File: src/wdt_sup_cfg.svh
// Timing constants of the windowed watchdog supervisor.
// Assumes a 200 MHz system clock and a 100 us internal timebase.
`ifndef WDT_SUP_CFG_SVH
`define WDT_SUP_CFG_SVH

`define CLK_PERIOD_NS     5
`define TICK_NS           100000
`define TICK_CYCLES       (`TICK_NS / `CLK_PERIOD_NS)
`define GLITCH_NS         100
`define FILTER_CYCLES     ((`GLITCH_NS + `CLK_PERIOD_NS - 1) / `CLK_PERIOD_NS)
`define KICK_MIN_NS       300
`define RESET_HOLD_US     180000
`define RESET_HOLD_TICKS  (`RESET_HOLD_US * 1000 / `TICK_NS)
`define FAULT_PULSE_US    1000
`define FAULT_PULSE_TICKS (`FAULT_PULSE_US * 1000 / `TICK_NS)
`define TICK_CNT_W        20

// Fast window upper limits, in 100 us ticks
`define FAST_A 20'h0000f
`define FAST_B 20'h00096
`define FAST_F 20'h000e6
`define FAST_G 20'h00186
`define FAST_H 20'h01c16
// Slow timeout lower limits, in 100 us ticks
`define SLOW_A 20'h00064
`define SLOW_B 20'h003e8
`define SLOW_C 20'h00bb8
`define SLOW_D 20'h186a0
`define SLOW_E 20'h927c0
`define SLOW_F 20'h001d6
`define SLOW_G 20'h00334
`define SLOW_H 20'h032c8

`endif

File: src/wdt_sup_pkg.sv
// Types shared by the watchdog supervisor modules.
// Assumes the timing header is compiled alongside.
`default_nettype none
package wdt_sup_pkg;
   typedef enum logic [1:0] {WD_IDLE, WD_RUN, WD_FAULT} wd_state_t;
   typedef logic [2:0] timing_option_t;
endpackage : wdt_sup_pkg
`default_nettype wire

File: src/glitch_filter.sv
// Glitch filter: output follows input once stable for a number of cycles.
// Assumes a synchronous input.
`default_nettype none
module glitch_filter #(
   parameter int          STABLE_CYCLES = 20,
   parameter logic        RESET_LEVEL   = 1'b1
) (
   // Clock and reset
   input  wire logic clk_sys,
   input  wire logic rst_b,
   // Data
   input  wire logic raw_in,
   output logic      clean_out
);
   typedef struct packed {
      logic [15:0] cnt;
      logic        lvl;
   } filt_t;

   filt_t s_q, s_d;

   initial begin
      if (STABLE_CYCLES < 1 || STABLE_CYCLES > 65535) $error("glitch_filter: bad STABLE_CYCLES");
   end

   always_comb begin
      s_d = s_q;
      if (raw_in == s_q.lvl) begin
         s_d.cnt = 16'h0000;
      end else if (s_q.cnt == 16'(STABLE_CYCLES - 1)) begin
         s_d.lvl = raw_in;
         s_d.cnt = 16'h0000;
      end else begin
         s_d.cnt = s_q.cnt + 16'h0001;
      end
   end

   always_ff @(posedge clk_sys or negedge rst_b) begin
      if (!rst_b) begin
         s_q <= '{cnt: 16'h0000, lvl: RESET_LEVEL};
      end else begin
         s_q <= s_d;
      end
   end

   assign clean_out = s_q.lvl;
endmodule : glitch_filter
`default_nettype wire

File: src/wdt_supervisor.sv
// Processor supervisor: reset generator with hold time and windowed watchdog.
// Assumes all inputs synchronous to clk_sys; option select is a static strap.
`include "wdt_sup_cfg.svh"
`default_nettype none

// How it works
// - Reset output goes low while undervoltage is flagged or manual reset is low.
// - Reset stays low for the hold time after both causes clear.
// - Two kicks closer than the fast limit raise a fault.
// - No kick within the slow timeout raises a fault.
// - Windows run from the latest kick falling edge; kicks held 300 ns.
// - Any fault drives the fault output low for one 1 ms pulse.
// - Eight options select among five fast window limits; options 1 to 4 all use B.
// - Eight options select the slow timeout limit.
// - Manual reset input is filtered against short glitches.
// - First kick after reset release or fault pulse never counts as fast.
// - A kick other than the first before the fast limit expires pulses the fault output.
module wdt_supervisor
   import wdt_sup_pkg::*;
#(
   parameter int TICK_CYCLES  = `TICK_CYCLES,
   parameter int FILT_CYCLES  = `FILTER_CYCLES,
   parameter int HOLD_TICKS   = `RESET_HOLD_TICKS,
   parameter int PULSE_TICKS  = `FAULT_PULSE_TICKS
) (
   // Clock and reset
   input  wire logic           clk_sys,
   input  wire logic           rst_b,
   // Supply and manual reset
   input  wire logic           undervoltage_in,
   input  wire logic           manual_reset_in_n,
   // Watchdog
   input  wire logic           kick_input,
   input  wire timing_option_t option_sel,
   // Outputs
   output logic                sys_reset_out_n,
   output logic                fault_pulse_out_n
);
   localparam int CW = `TICK_CNT_W;

   typedef struct packed {
      logic [CW-1:0] div_cnt;
      logic          tick;
      logic [CW-1:0] hold_cnt;
      logic          rst_n;
      wd_state_t     wd;
      logic [CW-1:0] win_cnt;
      logic [CW-1:0] pulse_cnt;
      logic          first_kick;
      logic          kick_prev;
      logic          fault_n;
   } sup_t;

   sup_t s_q, s_d;
   logic mr_clean_n;
   logic kick_clean;
   logic kick_fall;

   initial begin
      if (TICK_CYCLES < 2 || TICK_CYCLES >= (1 << CW)) $error("wdt_supervisor: bad TICK_CYCLES");
      if (HOLD_TICKS < 1 || HOLD_TICKS >= (1 << CW)) $error("wdt_supervisor: bad HOLD_TICKS");
      if (PULSE_TICKS < 1 || PULSE_TICKS >= (1 << CW)) $error("wdt_supervisor: bad PULSE_TICKS");
      if (FILT_CYCLES * `CLK_PERIOD_NS > `KICK_MIN_NS) $error("wdt_supervisor: filter eats kick");
   end

   function automatic logic [CW-1:0] fast_limit(input timing_option_t opt);
      case (opt)
         3'h0:    fast_limit = `FAST_A;
         3'h5:    fast_limit = `FAST_F;
         3'h6:    fast_limit = `FAST_G;
         3'h7:    fast_limit = `FAST_H;
         default: fast_limit = `FAST_B;
      endcase
   endfunction : fast_limit

   function automatic logic [CW-1:0] slow_limit(input timing_option_t opt);
      case (opt)
         3'h0:    slow_limit = `SLOW_A;
         3'h1:    slow_limit = `SLOW_B;
         3'h2:    slow_limit = `SLOW_C;
         3'h3:    slow_limit = `SLOW_D;
         3'h4:    slow_limit = `SLOW_E;
         3'h5:    slow_limit = `SLOW_F;
         3'h6:    slow_limit = `SLOW_G;
         default: slow_limit = `SLOW_H;
      endcase
   endfunction : slow_limit

   glitch_filter #(
      .STABLE_CYCLES (FILT_CYCLES),
      .RESET_LEVEL   (1'b1)
   ) u_mr_filter (
      .clk_sys   (clk_sys),
      .rst_b     (rst_b),
      .raw_in    (manual_reset_in_n),
      .clean_out (mr_clean_n)
   );

   glitch_filter #(
      .STABLE_CYCLES (FILT_CYCLES),
      .RESET_LEVEL   (1'b1)
   ) u_kick_filter (
      .clk_sys   (clk_sys),
      .rst_b     (rst_b),
      .raw_in    (kick_input),
      .clean_out (kick_clean)
   );

   assign kick_fall = s_q.kick_prev && !kick_clean;

   always_comb begin
      s_d           = s_q;
      s_d.kick_prev = kick_clean;

      // Timebase enable
      s_d.tick = 1'b0;
      if (s_q.div_cnt == CW'(TICK_CYCLES - 1)) begin
         s_d.div_cnt = '0;
         s_d.tick    = 1'b1;
      end else begin
         s_d.div_cnt = s_q.div_cnt + 1'b1;
      end

      // Reset generator
      if (undervoltage_in || !mr_clean_n) begin
         s_d.rst_n    = 1'b0;
         s_d.hold_cnt = '0;
      end else if (!s_q.rst_n) begin
         if (s_q.hold_cnt == CW'(HOLD_TICKS)) begin
            s_d.rst_n = 1'b1;
         end else if (s_q.tick) begin
            s_d.hold_cnt = s_q.hold_cnt + 1'b1;
         end
      end

      // Windowed watchdog
      case (s_q.wd)
         WD_IDLE: begin
            s_d.fault_n    = 1'b1;
            s_d.win_cnt    = '0;
            s_d.first_kick = 1'b1;
            if (s_q.rst_n) begin
               s_d.wd = WD_RUN;
            end
         end
         WD_RUN: begin
            if (kick_fall) begin
               if (!s_q.first_kick && s_q.win_cnt < fast_limit(option_sel)) begin
                  s_d.wd        = WD_FAULT;
                  s_d.fault_n   = 1'b0;
                  s_d.pulse_cnt = '0;
               end else begin
                  s_d.win_cnt    = '0;
                  s_d.first_kick = 1'b0;
               end
            end else if (s_q.win_cnt >= slow_limit(option_sel)) begin
               s_d.wd        = WD_FAULT;
               s_d.fault_n   = 1'b0;
               s_d.pulse_cnt = '0;
            end else if (s_q.tick) begin
               s_d.win_cnt = s_q.win_cnt + 1'b1;
            end
         end
         WD_FAULT: begin
            if (s_q.pulse_cnt == CW'(PULSE_TICKS)) begin
               s_d.fault_n    = 1'b1;
               s_d.wd         = WD_RUN;
               s_d.win_cnt    = '0;
               s_d.first_kick = 1'b1;
            end else if (s_q.tick) begin
               s_d.pulse_cnt = s_q.pulse_cnt + 1'b1;
            end
         end
         default: begin
            s_d.wd = WD_IDLE;
         end
      endcase

      // Reset asserted parks the watchdog
      if (!s_q.rst_n) begin
         s_d.wd      = WD_IDLE;
         s_d.fault_n = 1'b1;
      end
   end

   always_ff @(posedge clk_sys or negedge rst_b) begin
      if (!rst_b) begin
         s_q <= '{div_cnt: '0, tick: 1'b0, hold_cnt: '0, rst_n: 1'b0, wd: WD_IDLE,
                  win_cnt: '0, pulse_cnt: '0, first_kick: 1'b1, kick_prev: 1'b1, fault_n: 1'b1};
      end else begin
         s_q <= s_d;
      end
   end

   assign sys_reset_out_n   = s_q.rst_n;
   assign fault_pulse_out_n = s_q.fault_n;
endmodule : wdt_supervisor
`default_nettype wire

File: config.mk
export PLATFORM = sky130hd
export DESIGN_NAME = wdt_supervisor
export DESIGN_NICKNAME = d
export VERILOG_FILES = /design/src/wdt_sup_pkg.sv /design/src/glitch_filter.sv /design/src/wdt_supervisor.sv
export VERILOG_INCLUDE_DIRS = /design/src /design/src/src
export SDC_FILE = /design/constraint.sdc
export NUM_CORES = 1
export LEC_CHECK = 0
export BUFFER_PORTS_ARGS = -buffer_cell sky130_fd_sc_hd__buf_2
export CORE_UTILIZATION = 30
export DETAILED_ROUTE_END_ITERATION = 6
export MAX_ROUTING_LAYER = met4
export PLACE_DENSITY_LB_ADDON = 0.12
export SYNTH_ARGS = -nofsm -noshare
export SYNTH_HDL_FRONTEND = slang
export SYNTH_SLANG_ARGS = --single-unit
File: constraint.sdc
create_clock -name clk_sys -period 2.95 [get_ports clk_sys]
set_clock_uncertainty 0.1 [all_clocks]
set_input_delay 0.4425 -clock clk_sys [delete_from_list [all_inputs] [get_ports clk_sys]]
set_output_delay 0.4425 -clock clk_sys [all_outputs]
set_load 0.1 [all_outputs]
==> flow_metrics.py, run 1 <==
metrics = {
    "synth": {
        "async_flop_share_pct": 100.0,
        "ys_seq_area_share_pct": 45.05,
        "synthCells": 725,
        "syn_area_per_cell_um2": 9.290,
        "yosys.area.top_type": "dfrtp_1",
        "syn_area_mm2": 0.006735,
        "synth_nets": 766,
        "yosysUniqueCellTypes": 56,
        "yosysTopAreaCellShare_pct": 43.10,
        "yosys_most_used_dff": "dfrtp_1",
        "synth_edf_count": 0,
        "synth-seq-cells": 121,
        "yosysWarnings": 0,
        "synth_area_leaders": "dfrtp_1 (43%), ha_1 (6.1%), nor2_1 (6.1%)",
    },
    "floorplan": {
        "die_h_um": 151.8,
        "start_util_pct": 30.77,
        "die-area_mm2": 0.02305,
        "die-width_um": 151.8,
        "pin_count": 10,
        "rows": 54,
        "core_region_area_mm2": 0.02189,
    },
    "route": {
        "drt-initial-drc-count": 259,
        "vias": 5412,
        "ant_nets": 0,
        "finalWirelength_mm": 15.47,
        "avgViaCountPerCell": 5.072,
        "wl_per_cell_um": 14.50,
        "drc": 0,
        "dr.pass1.iters": 5,
    },
    "critical_path": {
        "crit_arrival_ns": 3.08,
        "cp-start-kind": "input pin",
        "r2r-end": "s_q[30]",
        "end_kind": "flip-flop",
        "rrSetupSlack_ns": 0.30,
        "reg2reg_depth": 10,
        "critPathMaxFanout": 9,
        "critPathKind": "in2reg",
        "cp-startpoint": "option_sel[1]",
        "required_ns": 3.18,
        "timing.rr.start": "s_q[34]",
    },
    "sta": {
        "fmax_mhz": 351.6,
        "worst_pin_slew_ns": 0.6304,
        "hold_viol": 0,
        "maxSlewViolCount": 0,
        "rsz0062_at_grt": "no",
        "min_period_ns": 2.844,
        "final-setup-viol-count": 0,
        "relSlewSlack_pct": 57.53,
        "setup_tns_ns": 0,
        "fin_crit_sh_pct": 96.40,
    },
    "pwr": {
        "static-leakage-power_nw": 3.437,
        "p_total_mw": 3.862,
        "worst_ir_drop_vdd_uv": 273.3,
        "p_per_area_mw_per_mm2": 486.8,
    },
    "placement": {
        "port_buffers": 9,
        "hpwlAfterDp_mm": 10.77,
        "gp_congestion": 0.8601,
        "place_inst": 1032,
        "dpl-instance-area_mm2": 0.007321,
    },
    "grt": {
        "grt_util_met2_pct": 21.62,
        "track_usage_pct": 14.54,
        "met3_usage_pct": 3.052,
        "grt_max_degree": 53,
        "grt_overflow_total": 0,
        "grt_pass1_vias": 5465,
        "grt_busiest_layer": "met2",
        "antenna_found_initial": 0,
        "grt_use_met1_pct": 19.48,
        "grt_pass1_wl_mm": 26.77,
    },
    "layout": {
        "multi_input_area_mm2": 0.003582,
        "diodes": 0,
        "final_common_cell": "dfrtp_1",
        "syn_to_final_growth_pct": 17.80,
        "regArea_mm2": 0.003034,
        "stdcell_area_mm2": 0.007934,
        "final.fill_count": 2262,
        "post-route-util_pct": 36.24,
        "final_cells": 1067,
        "drive_gt1_share_pct": 12.58,
        "layout_common_cells": "dfrtp_1 (116), nor2_1 (109), nand2_1 (58)",
        "final_nets": 815,
    },
    "clock_tree": {
        "cts.sinks": 121,
        "cts_setup_buffers": 0,
        "htree_levels": 4,
        "clkTransAtPathRegs_ns": 0.06,
        "cts_buffers": 17,
        "cts.root.buffer_cell": "clkbuf_16",
        "cts_buffer_depth": 2,
        "cts_tree": "done",
        "clk_latency_ns": 0.41,
    },
    "hold_path": {
        "holdPathStages": 2,
        "hold_path.class": "in2reg",
        "min_from": "manual_reset_in_n",
        "min_to": "u_mr_filter.clean_out",
    },
    "status": {
        "status": "complete, no violations",
    },
    "job": {
        "cap_viol_max_count": 0,
    },
}
==> Yosys cell counts (3+ instances only) <==
cell type and count:
nor2b_1 5, and2_1 8, a31oi_1 4, or2_2 3, dfrtp_1 116, and3_1 23, nand2_1 59, or3_1 19
and4_1 7, o21ai_0 31, nor2_1 109, xor2_1 38, xnor2_1 38, ha_1 33, mux2_2 3, clkbuf_1 9
inv_1 18, nand2b_1 3, mux2i_1 3, dfstp_2 5, o31ai_1 3, o21a_1 3, buf_6 4, nand4_1 30
nor3_1 15, or4_1 4, nand3_1 42, nor4_1 16, nor3b_1 4, a21oi_1 36
==> final cells by class <==
type / count / area share, %
tap: 280 / 4.416
clock buffer: 22 / 5.977
inverter: 18 / 0.8516
sequential: 121 / 38.24
timing repair buffer: 45 / 4.195
multi-input combinational: 571 / 45.15
clock inverter: 10 / 1.167
==> per-layer routing <==
layer	vias to the layer above	part of all wire, %	wire, um
li1	2676	-	-
met1	2639	50	7688
met2	75	45	7026
met3	22	3.5	544
met4	0	1.4	211
met5	-	0	0
==> critical path, stage by stage <==
cell      delay [ns]
buf_2           0.15
nand2_1         0.08
or2_2           0.29
and2_1          0.17
ha_1            0.18
o31a_1          0.25
nor3_2          0.13
o211ai_1        0.11
o21a_2          0.27
o31a_4          0.39
or4_1           0.44
a21oi_2         0.15
==> timing repair <==
item	4_1_cts	5_1_grt
hold buffers	1	0
endpoints found under the hold margin	41	0
gates resized for setup	0	4
setup endpoints to repair	0	4
==> worst max path at each step <==
stage              end  slack (ns)
2_1_floorplan  s_q[42]       -0.09
3_3_place_gp   s_q[42]       -0.18
3_5_place_dp   s_q[36]       -0.24
4_1_cts        s_q[40]        0.09
5_1_grt        s_q[40]        0.01
6_report       s_q[40]        0.11
==> stage by stage <==
stage | setup slack, ns | hold WS (ns)
global placement | -0.1793 | 0.2829
global route | 0.01464 | 0.1826
finish | 0.1061 | 0.1914
CTS | 0.09158 | 0.1729
floorplan | -0.09257 | 0.04691
detailed placement | -0.2432 | 0.2847
==> power breakdown <==
group	switching (mW)	internal, mW	total (mW)
sequential	0.0149	1.68	1.69
combinational	0.118	0.0667	0.184
clock	0.761	1.22	1.98
==> cell families after synthesis <==
family	after synthesis	share of synthesized area, %
buffers and inverters	35	2.545
multiplexers	6	0.9474
AND/OR/NAND/NOR	354	26.36
adder cells (fa/ha/maj)	33	6.130
AO/OA/AOI/OAI	100	9.084
flip-flops	121	45.05
XOR/XNOR	76	9.883
==> registers in the layout, indices dropped and copies added (netlist names) <==
signal	count
u_mr_filter.clean_out	1
sys_reset_out_n	1
u_kick_filter.clean_out	1
u_kick_filter.s_q	16
u_mr_filter.s_q	16
fault_pulse_out_n	1
s_q	85
No activity file was read; power rests on OpenSTA's default activity.
==> inputs of run 2 (changes only) <==
Settings changed: CELL_PAD_IN_SITES_DETAIL_PLACEMENT set to 0, CELL_PAD_IN_SITES_GLOBAL_PLACEMENT set to 2, SLEW_MARGIN set to 20.
==> run 2 against run 1 <==
  * Global-route usage up 0.83 points
  * Clock-buffer cell count decreased by 5
  * Highest routed layer unchanged
  * Largest cell class unchanged
  * Non-clock buffer count rose by 5
==> flow_metrics.py, run 2 (same netlist as run 1, synthesis figures left out) <==
metrics = {
    "status": {
        "status": "complete, no violations",
    },
    "clock_tree": {
        "cts_tree": "done",
        "cts_buffer_depth": 2,
        "cts.sinks": 121,
        "cts_buffers": 17,
        "cts.root.buffer_cell": "clkbuf_16",
        "clk_latency_ns": 0.42,
        "clkTransAtPathRegs_ns": 0.06,
        "htree_levels": 4,
        "cts_setup_buffers": 0,
    },
    "layout": {
        "final_common_cell": "dfrtp_1",
        "drive_gt1_share_pct": 13.53,
        "biggestRegsByFlops": "s_q: 85 flops, u_kick_filter.s_q: 16 flops, u_mr_filter.s_q: 16 flops",
        "final.fill_count": 2239,
        "top_register": "s_q",
        "syn_to_final_growth_pct": 18.80,
        "regArea_mm2": 0.003034,
        "final_nets": 819,
        "stdcell_area_mm2": 0.008001,
        "multi_input_area_mm2": 0.003575,
        "largest_register_ffs": 85,
        "diodes": 0,
        "layout_common_cells": "dfrtp_1 (116), nor2_1 (107), nand2_1 (58)",
    },
    "pwr": {
        "static-leakage-power_nw": 3.463,
        "worst_ir_drop_vdd_uv": 305.6,
        "p_per_area_mw_per_mm2": 494.8,
        "p_total_mw": 3.959,
    },
    "sta": {
        "relSlewSlack_pct": 57.66,
        "hold_viol": 0,
        "rsz0062_at_grt": "yes",
        "fin_crit_sh_pct": 95.13,
        "fmax_mhz": 356.4,
        "worst_pin_slew_ns": 0.6327,
        "setup_tns_ns": 0,
        "maxSlewViolCount": 0,
        "min_period_ns": 2.806,
        "final-setup-viol-count": 0,
    },
    "placement": {
        "dpl-instance-area_mm2": 0.007383,
        "hpwlAfterDp_mm": 11.53,
        "gp_congestion": 0.8379,
        "port_buffers": 9,
    },
    "route": {
        "ant_nets": 0,
        "avgViaCountPerCell": 5.039,
        "drt-initial-drc-count": 245,
        "drc": 0,
        "vias": 5397,
        "finalWirelength_mm": 16.40,
        "dr.pass1.iters": 4,
        "wl_per_cell_um": 15.31,
    },
    "grt": {
        "antenna_found_initial": 0,
        "grt_pass1_wl_mm": 27.75,
        "track_usage_pct": 15.37,
        "grt_overflow_total": 0,
        "grt_max_degree": 43,
        "grt_pass1_vias": 5367,
    },
    "floorplan": {
        "start_util_pct": 30.77,
        "die-area_mm2": 0.02305,
        "core_region_area_mm2": 0.02189,
        "die_h_um": 151.8,
        "pin_count": 10,
        "rows": 54,
        "die-width_um": 151.8,
    },
    "job": {
        "cap_viol_max_count": 0,
    },
    "critical_path": {
        "crit_arrival_ns": 3.04,
        "cp-startpoint": "option_sel[2]",
        "timing.rr.start": "s_q[47]",
        "cp-start-kind": "input pin",
        "end_kind": "flip-flop",
        "rrSetupSlack_ns": 0.25,
        "critPathMaxFanout": 15,
        "critPathKind": "in2reg",
        "required_ns": 3.19,
    },
    "hold_path": {
        "hold_path.class": "in2reg",
        "min_from": "manual_reset_in_n",
    },
}
-- run 2: repair_timing --
action,4_1_cts,5_1_grt
endpoints found under the setup margin,0,12
hold buffers,1,0
hold endpoints to repair,38,0
resized for setup,0,5
-- run 2: worst paths after layout --
check,endpoint,cells after the start
max,s_q[40],12
min,u_mr_filter.clean_out,2
max reg2reg,s_q[55],9
min reg2reg,s_q[1],0
max in group asynchronous,fault_pulse_out_n,3
min in group asynchronous,u_kick_filter.s_q[9],2
-- run 2: power by group --
group	internal, mW	total (mW)	switching [mW]	leakage (nW)
clock network	1.19	2.08	0.886	0.270
logic	0.0691	0.190	0.121	1.64
registers	1.68	1.69	0.0152	1.55
total	2.94	3.96	1.02	3.46
-- run 2: per-stage QoR --
step | util (%) | setup WS, ns | instances | hold WS (ns)
after floorplan | - | -0.09257 | 725 | 0.04691
after global routing | 36.55 | -0.008229 | 1071 | 0.1699
after detailed placement | 33.73 | -0.3212 | 1037 | 0.2854
after global placement | 33.73 | -0.2887 | 1037 | 0.2858
after CTS | 36.42 | 0.1129 | 1070 | 0.1590
final | 36.55 | 0.1438 | 1071 | 0.1814
-- run 2: final cells by class --
cell class,instances,share of cell area [%]
Timing Repair Buffer,50,4.941
Sequential cell,121,37.92
Multi-Input combinational cell,570,44.68
Clock inverter,15,1.923
Tap cell,280,4.378
Clock buffer,17,5.317
Inverter,18,0.8444
-- run 2: critical path, stage by stage --
cell      delay [ns]
buf_2           0.13
buf_4           0.15
or2_2           0.30
and2_1          0.17
ha_1            0.18
o31a_1          0.24
nor3_2          0.14
o211ai_1        0.11
o21a_1          0.23
o31a_4          0.37
or4_1           0.42
a21oi_1         0.14
-- run 2: routing by layer --
layer | GRT usage (%) | wire [um] | vias to the layer above
met5 | - | 0 | -
met4 | 3.714 | 156 | 0
met3 | 3.679 | 451 | 9
met2 | 23.23 | 7557 | 58
met1 | 20.64 | 8230 | 2626
li1 | - | - | 2704
==> inputs of run 3 (changes only) <==
Settings changed: PLACE_DENSITY set to 0.67, PLACE_DENSITY_LB_ADDON 0.12 to unset.
==> run 3 against run 2 <==
  * Non-clock buffer count down 2
  * First-iteration DRC count up 33%
  * Critical path depth down 1
  * Largest cell class unchanged
  * Die area unchanged
  * Highest routed layer unchanged
  * Fmax down 2.2%
  * Sequential power about the same
  * Largest power group unchanged
==> flow_metrics.py, run 3 (same netlist as run 1, synthesis figures left out) <==
metrics = {
    "route": {
        "wl_per_cell_um": 14.68,
        "drt-initial-drc-count": 327,
        "vias": 5352,
        "dr.pass1.iters": 5,
        "finalWirelength_mm": 15.66,
        "drc": 0,
        "avgViaCountPerCell": 5.016,
        "ant_nets": 0,
    },
    "floorplan": {
        "die-width_um": 151.8,
        "die_h_um": 151.8,
        "die-area_mm2": 0.02305,
        "core_region_area_mm2": 0.02189,
        "rows": 54,
        "start_util_pct": 30.77,
        "pin_count": 10,
    },
    "clock_tree": {
        "clkTransAtPathRegs_ns": 0.05,
        "cts_tree": "done",
        "cts_buffer_depth": 2,
        "cts.sinks": 121,
        "htree_levels": 4,
        "clk_latency_ns": 0.42,
        "cts.root.buffer_cell": "clkbuf_16",
        "cts_buffers": 17,
    },
    "layout": {
        "syn_to_final_growth_pct": 17.85,
        "drive_gt1_share_pct": 12.45,
        "stdcell_area_mm2": 0.007938,
        "final.fill_count": 2227,
        "biggestRegsByFlops": "s_q: 85 flops, u_kick_filter.s_q: 16 flops, u_mr_filter.s_q: 16 flops",
        "layout_common_cells": "dfrtp_1 (116), nor2_1 (109), nand2_1 (58)",
        "diodes": 0,
        "post-route-util_pct": 36.26,
        "top_register": "s_q",
        "multi_input_area_mm2": 0.003546,
        "regArea_mm2": 0.003034,
        "final_common_cell": "dfrtp_1",
        "final_nets": 816,
        "largest_register_ffs": 85,
    },
    "sta": {
        "min_period_ns": 2.869,
        "hold_viol": 0,
        "rsz0062_at_grt": "yes",
        "final-setup-viol-count": 0,
        "relSlewSlack_pct": 57.65,
        "worst_pin_slew_ns": 0.6329,
        "holdWs_ns": 0.1795,
        "layout_setup_ws_ns": 0.08070,
        "maxSlewViolCount": 0,
        "fmax_mhz": 348.5,
        "fin_crit_sh_pct": 97.26,
    },
    "critical_path": {
        "reg2reg_depth": 9,
        "crit_arrival_ns": 3.10,
        "end_kind": "flip-flop",
        "critPathMaxFanout": 31,
        "r2r-end": "s_q[57]",
        "required_ns": 3.18,
        "rrSetupSlack_ns": 0.19,
        "critPathKind": "in2reg",
        "cp-startpoint": "option_sel[0]",
        "cp-start-kind": "input pin",
        "cp-endpoint": "s_q[36]",
        "timing.rr.start": "s_q[47]",
    },
    "placement": {
        "place_ws_ns": -0.2870,
        "hpwlAfterDp_mm": 11.18,
        "port_buffers": 9,
        "gp_congestion": 0.8620,
        "dpl-instance-area_mm2": 0.007356,
    },
    "grt": {
        "grt_overflow_total": 0,
        "grt_pass1_vias": 5433,
        "antenna_found_initial": 0,
        "grt_pass1_wl_mm": 26.89,
        "grt_max_degree": 51,
        "track_usage_pct": 14.79,
    },
    "pwr": {
        "worst_ir_drop_vdd_uv": 286.6,
        "static-leakage-power_nw": 3.455,
        "p_per_area_mw_per_mm2": 488.0,
        "p_total_mw": 3.874,
    },
    "hold_path": {
        "hold_path.class": "in2reg",
    },
    "job": {
        "cap_viol_max_count": 0,
    },
    "status": {
        "status": "complete, no violations",
    },
}
## run 3: area by class of cell
type | count | area share, %
clock buffers | 18 | 5.533
flip-flops and latches | 121 | 38.23
inverters | 18 | 0.8512
clock inverters | 13 | 1.639
well taps | 280 | 4.414
repair buffers | 48 | 4.666
multi-input cells | 569 | 44.67
## run 3: through the flow
| step | setup TNS (ns) | cells |
|---|---|---|
| final | 0 | 1067 |
| after global routing | -0.03175 | 1067 |
| after CTS | 0 | 1067 |
| after detailed placement | -6.846 | 1035 |
| after global placement | -4.353 | 1035 |
| after floorplan | -0.1088 | 725 |
## run 3: worst min-delay path by stage
stage                                        from                     to  slack [ns]  cells past startpoint
after global placement    u_kick_filter.clean_out                 s_q[1]        0.28                      0
after detailed placement  u_kick_filter.clean_out                 s_q[1]        0.28                      0
after CTS                       manual_reset_in_n  u_mr_filter.clean_out        0.17                      2
after global routing            manual_reset_in_n  u_mr_filter.clean_out        0.18                      2
after floorplan                             rst_b                s_q[10]        0.05                      0
final                           manual_reset_in_n  u_mr_filter.clean_out        0.18                      2
## run 3: critical path, stage by stage
cell      delay, ns
buf_2          0.16
buf_4          0.14
nand3_1        0.10
and2_1         0.15
ha_1           0.29
a211o_1        0.30
a221oi_1       0.31
nor2_1         0.12
o31a_4         0.47
or4_1          0.44
a21oi_1        0.17
## run 3: per-layer routing
metal  up-vias  GRT usage [%]  routed length (um)
li1       2684              -                   -
met1      2608          19.22                7701
met4         0          4.286                 118
met5         -              -                   0
met3         6          3.309                 389
met2        54          22.99                7453
## run 3: repair_timing
action                                  4_1_cts  5_1_grt
endpoints found under the setup margin        0        3
buffers inserted                              0        0
hold buffers                                  1        0
gates resized for setup                       0        1
endpoints found under the hold margin        26        0
## run 3: power breakdown
| group | internal (mW) | switching (mW) | total (mW) |
|---|---|---|---|
| logic | 0.0690 | 0.116 | 0.185 |
| registers | 1.68 | 0.0156 | 1.69 |
| clock network | 1.25 | 0.745 | 1.99 |
| total | 3.00 | 0.877 | 3.87 |
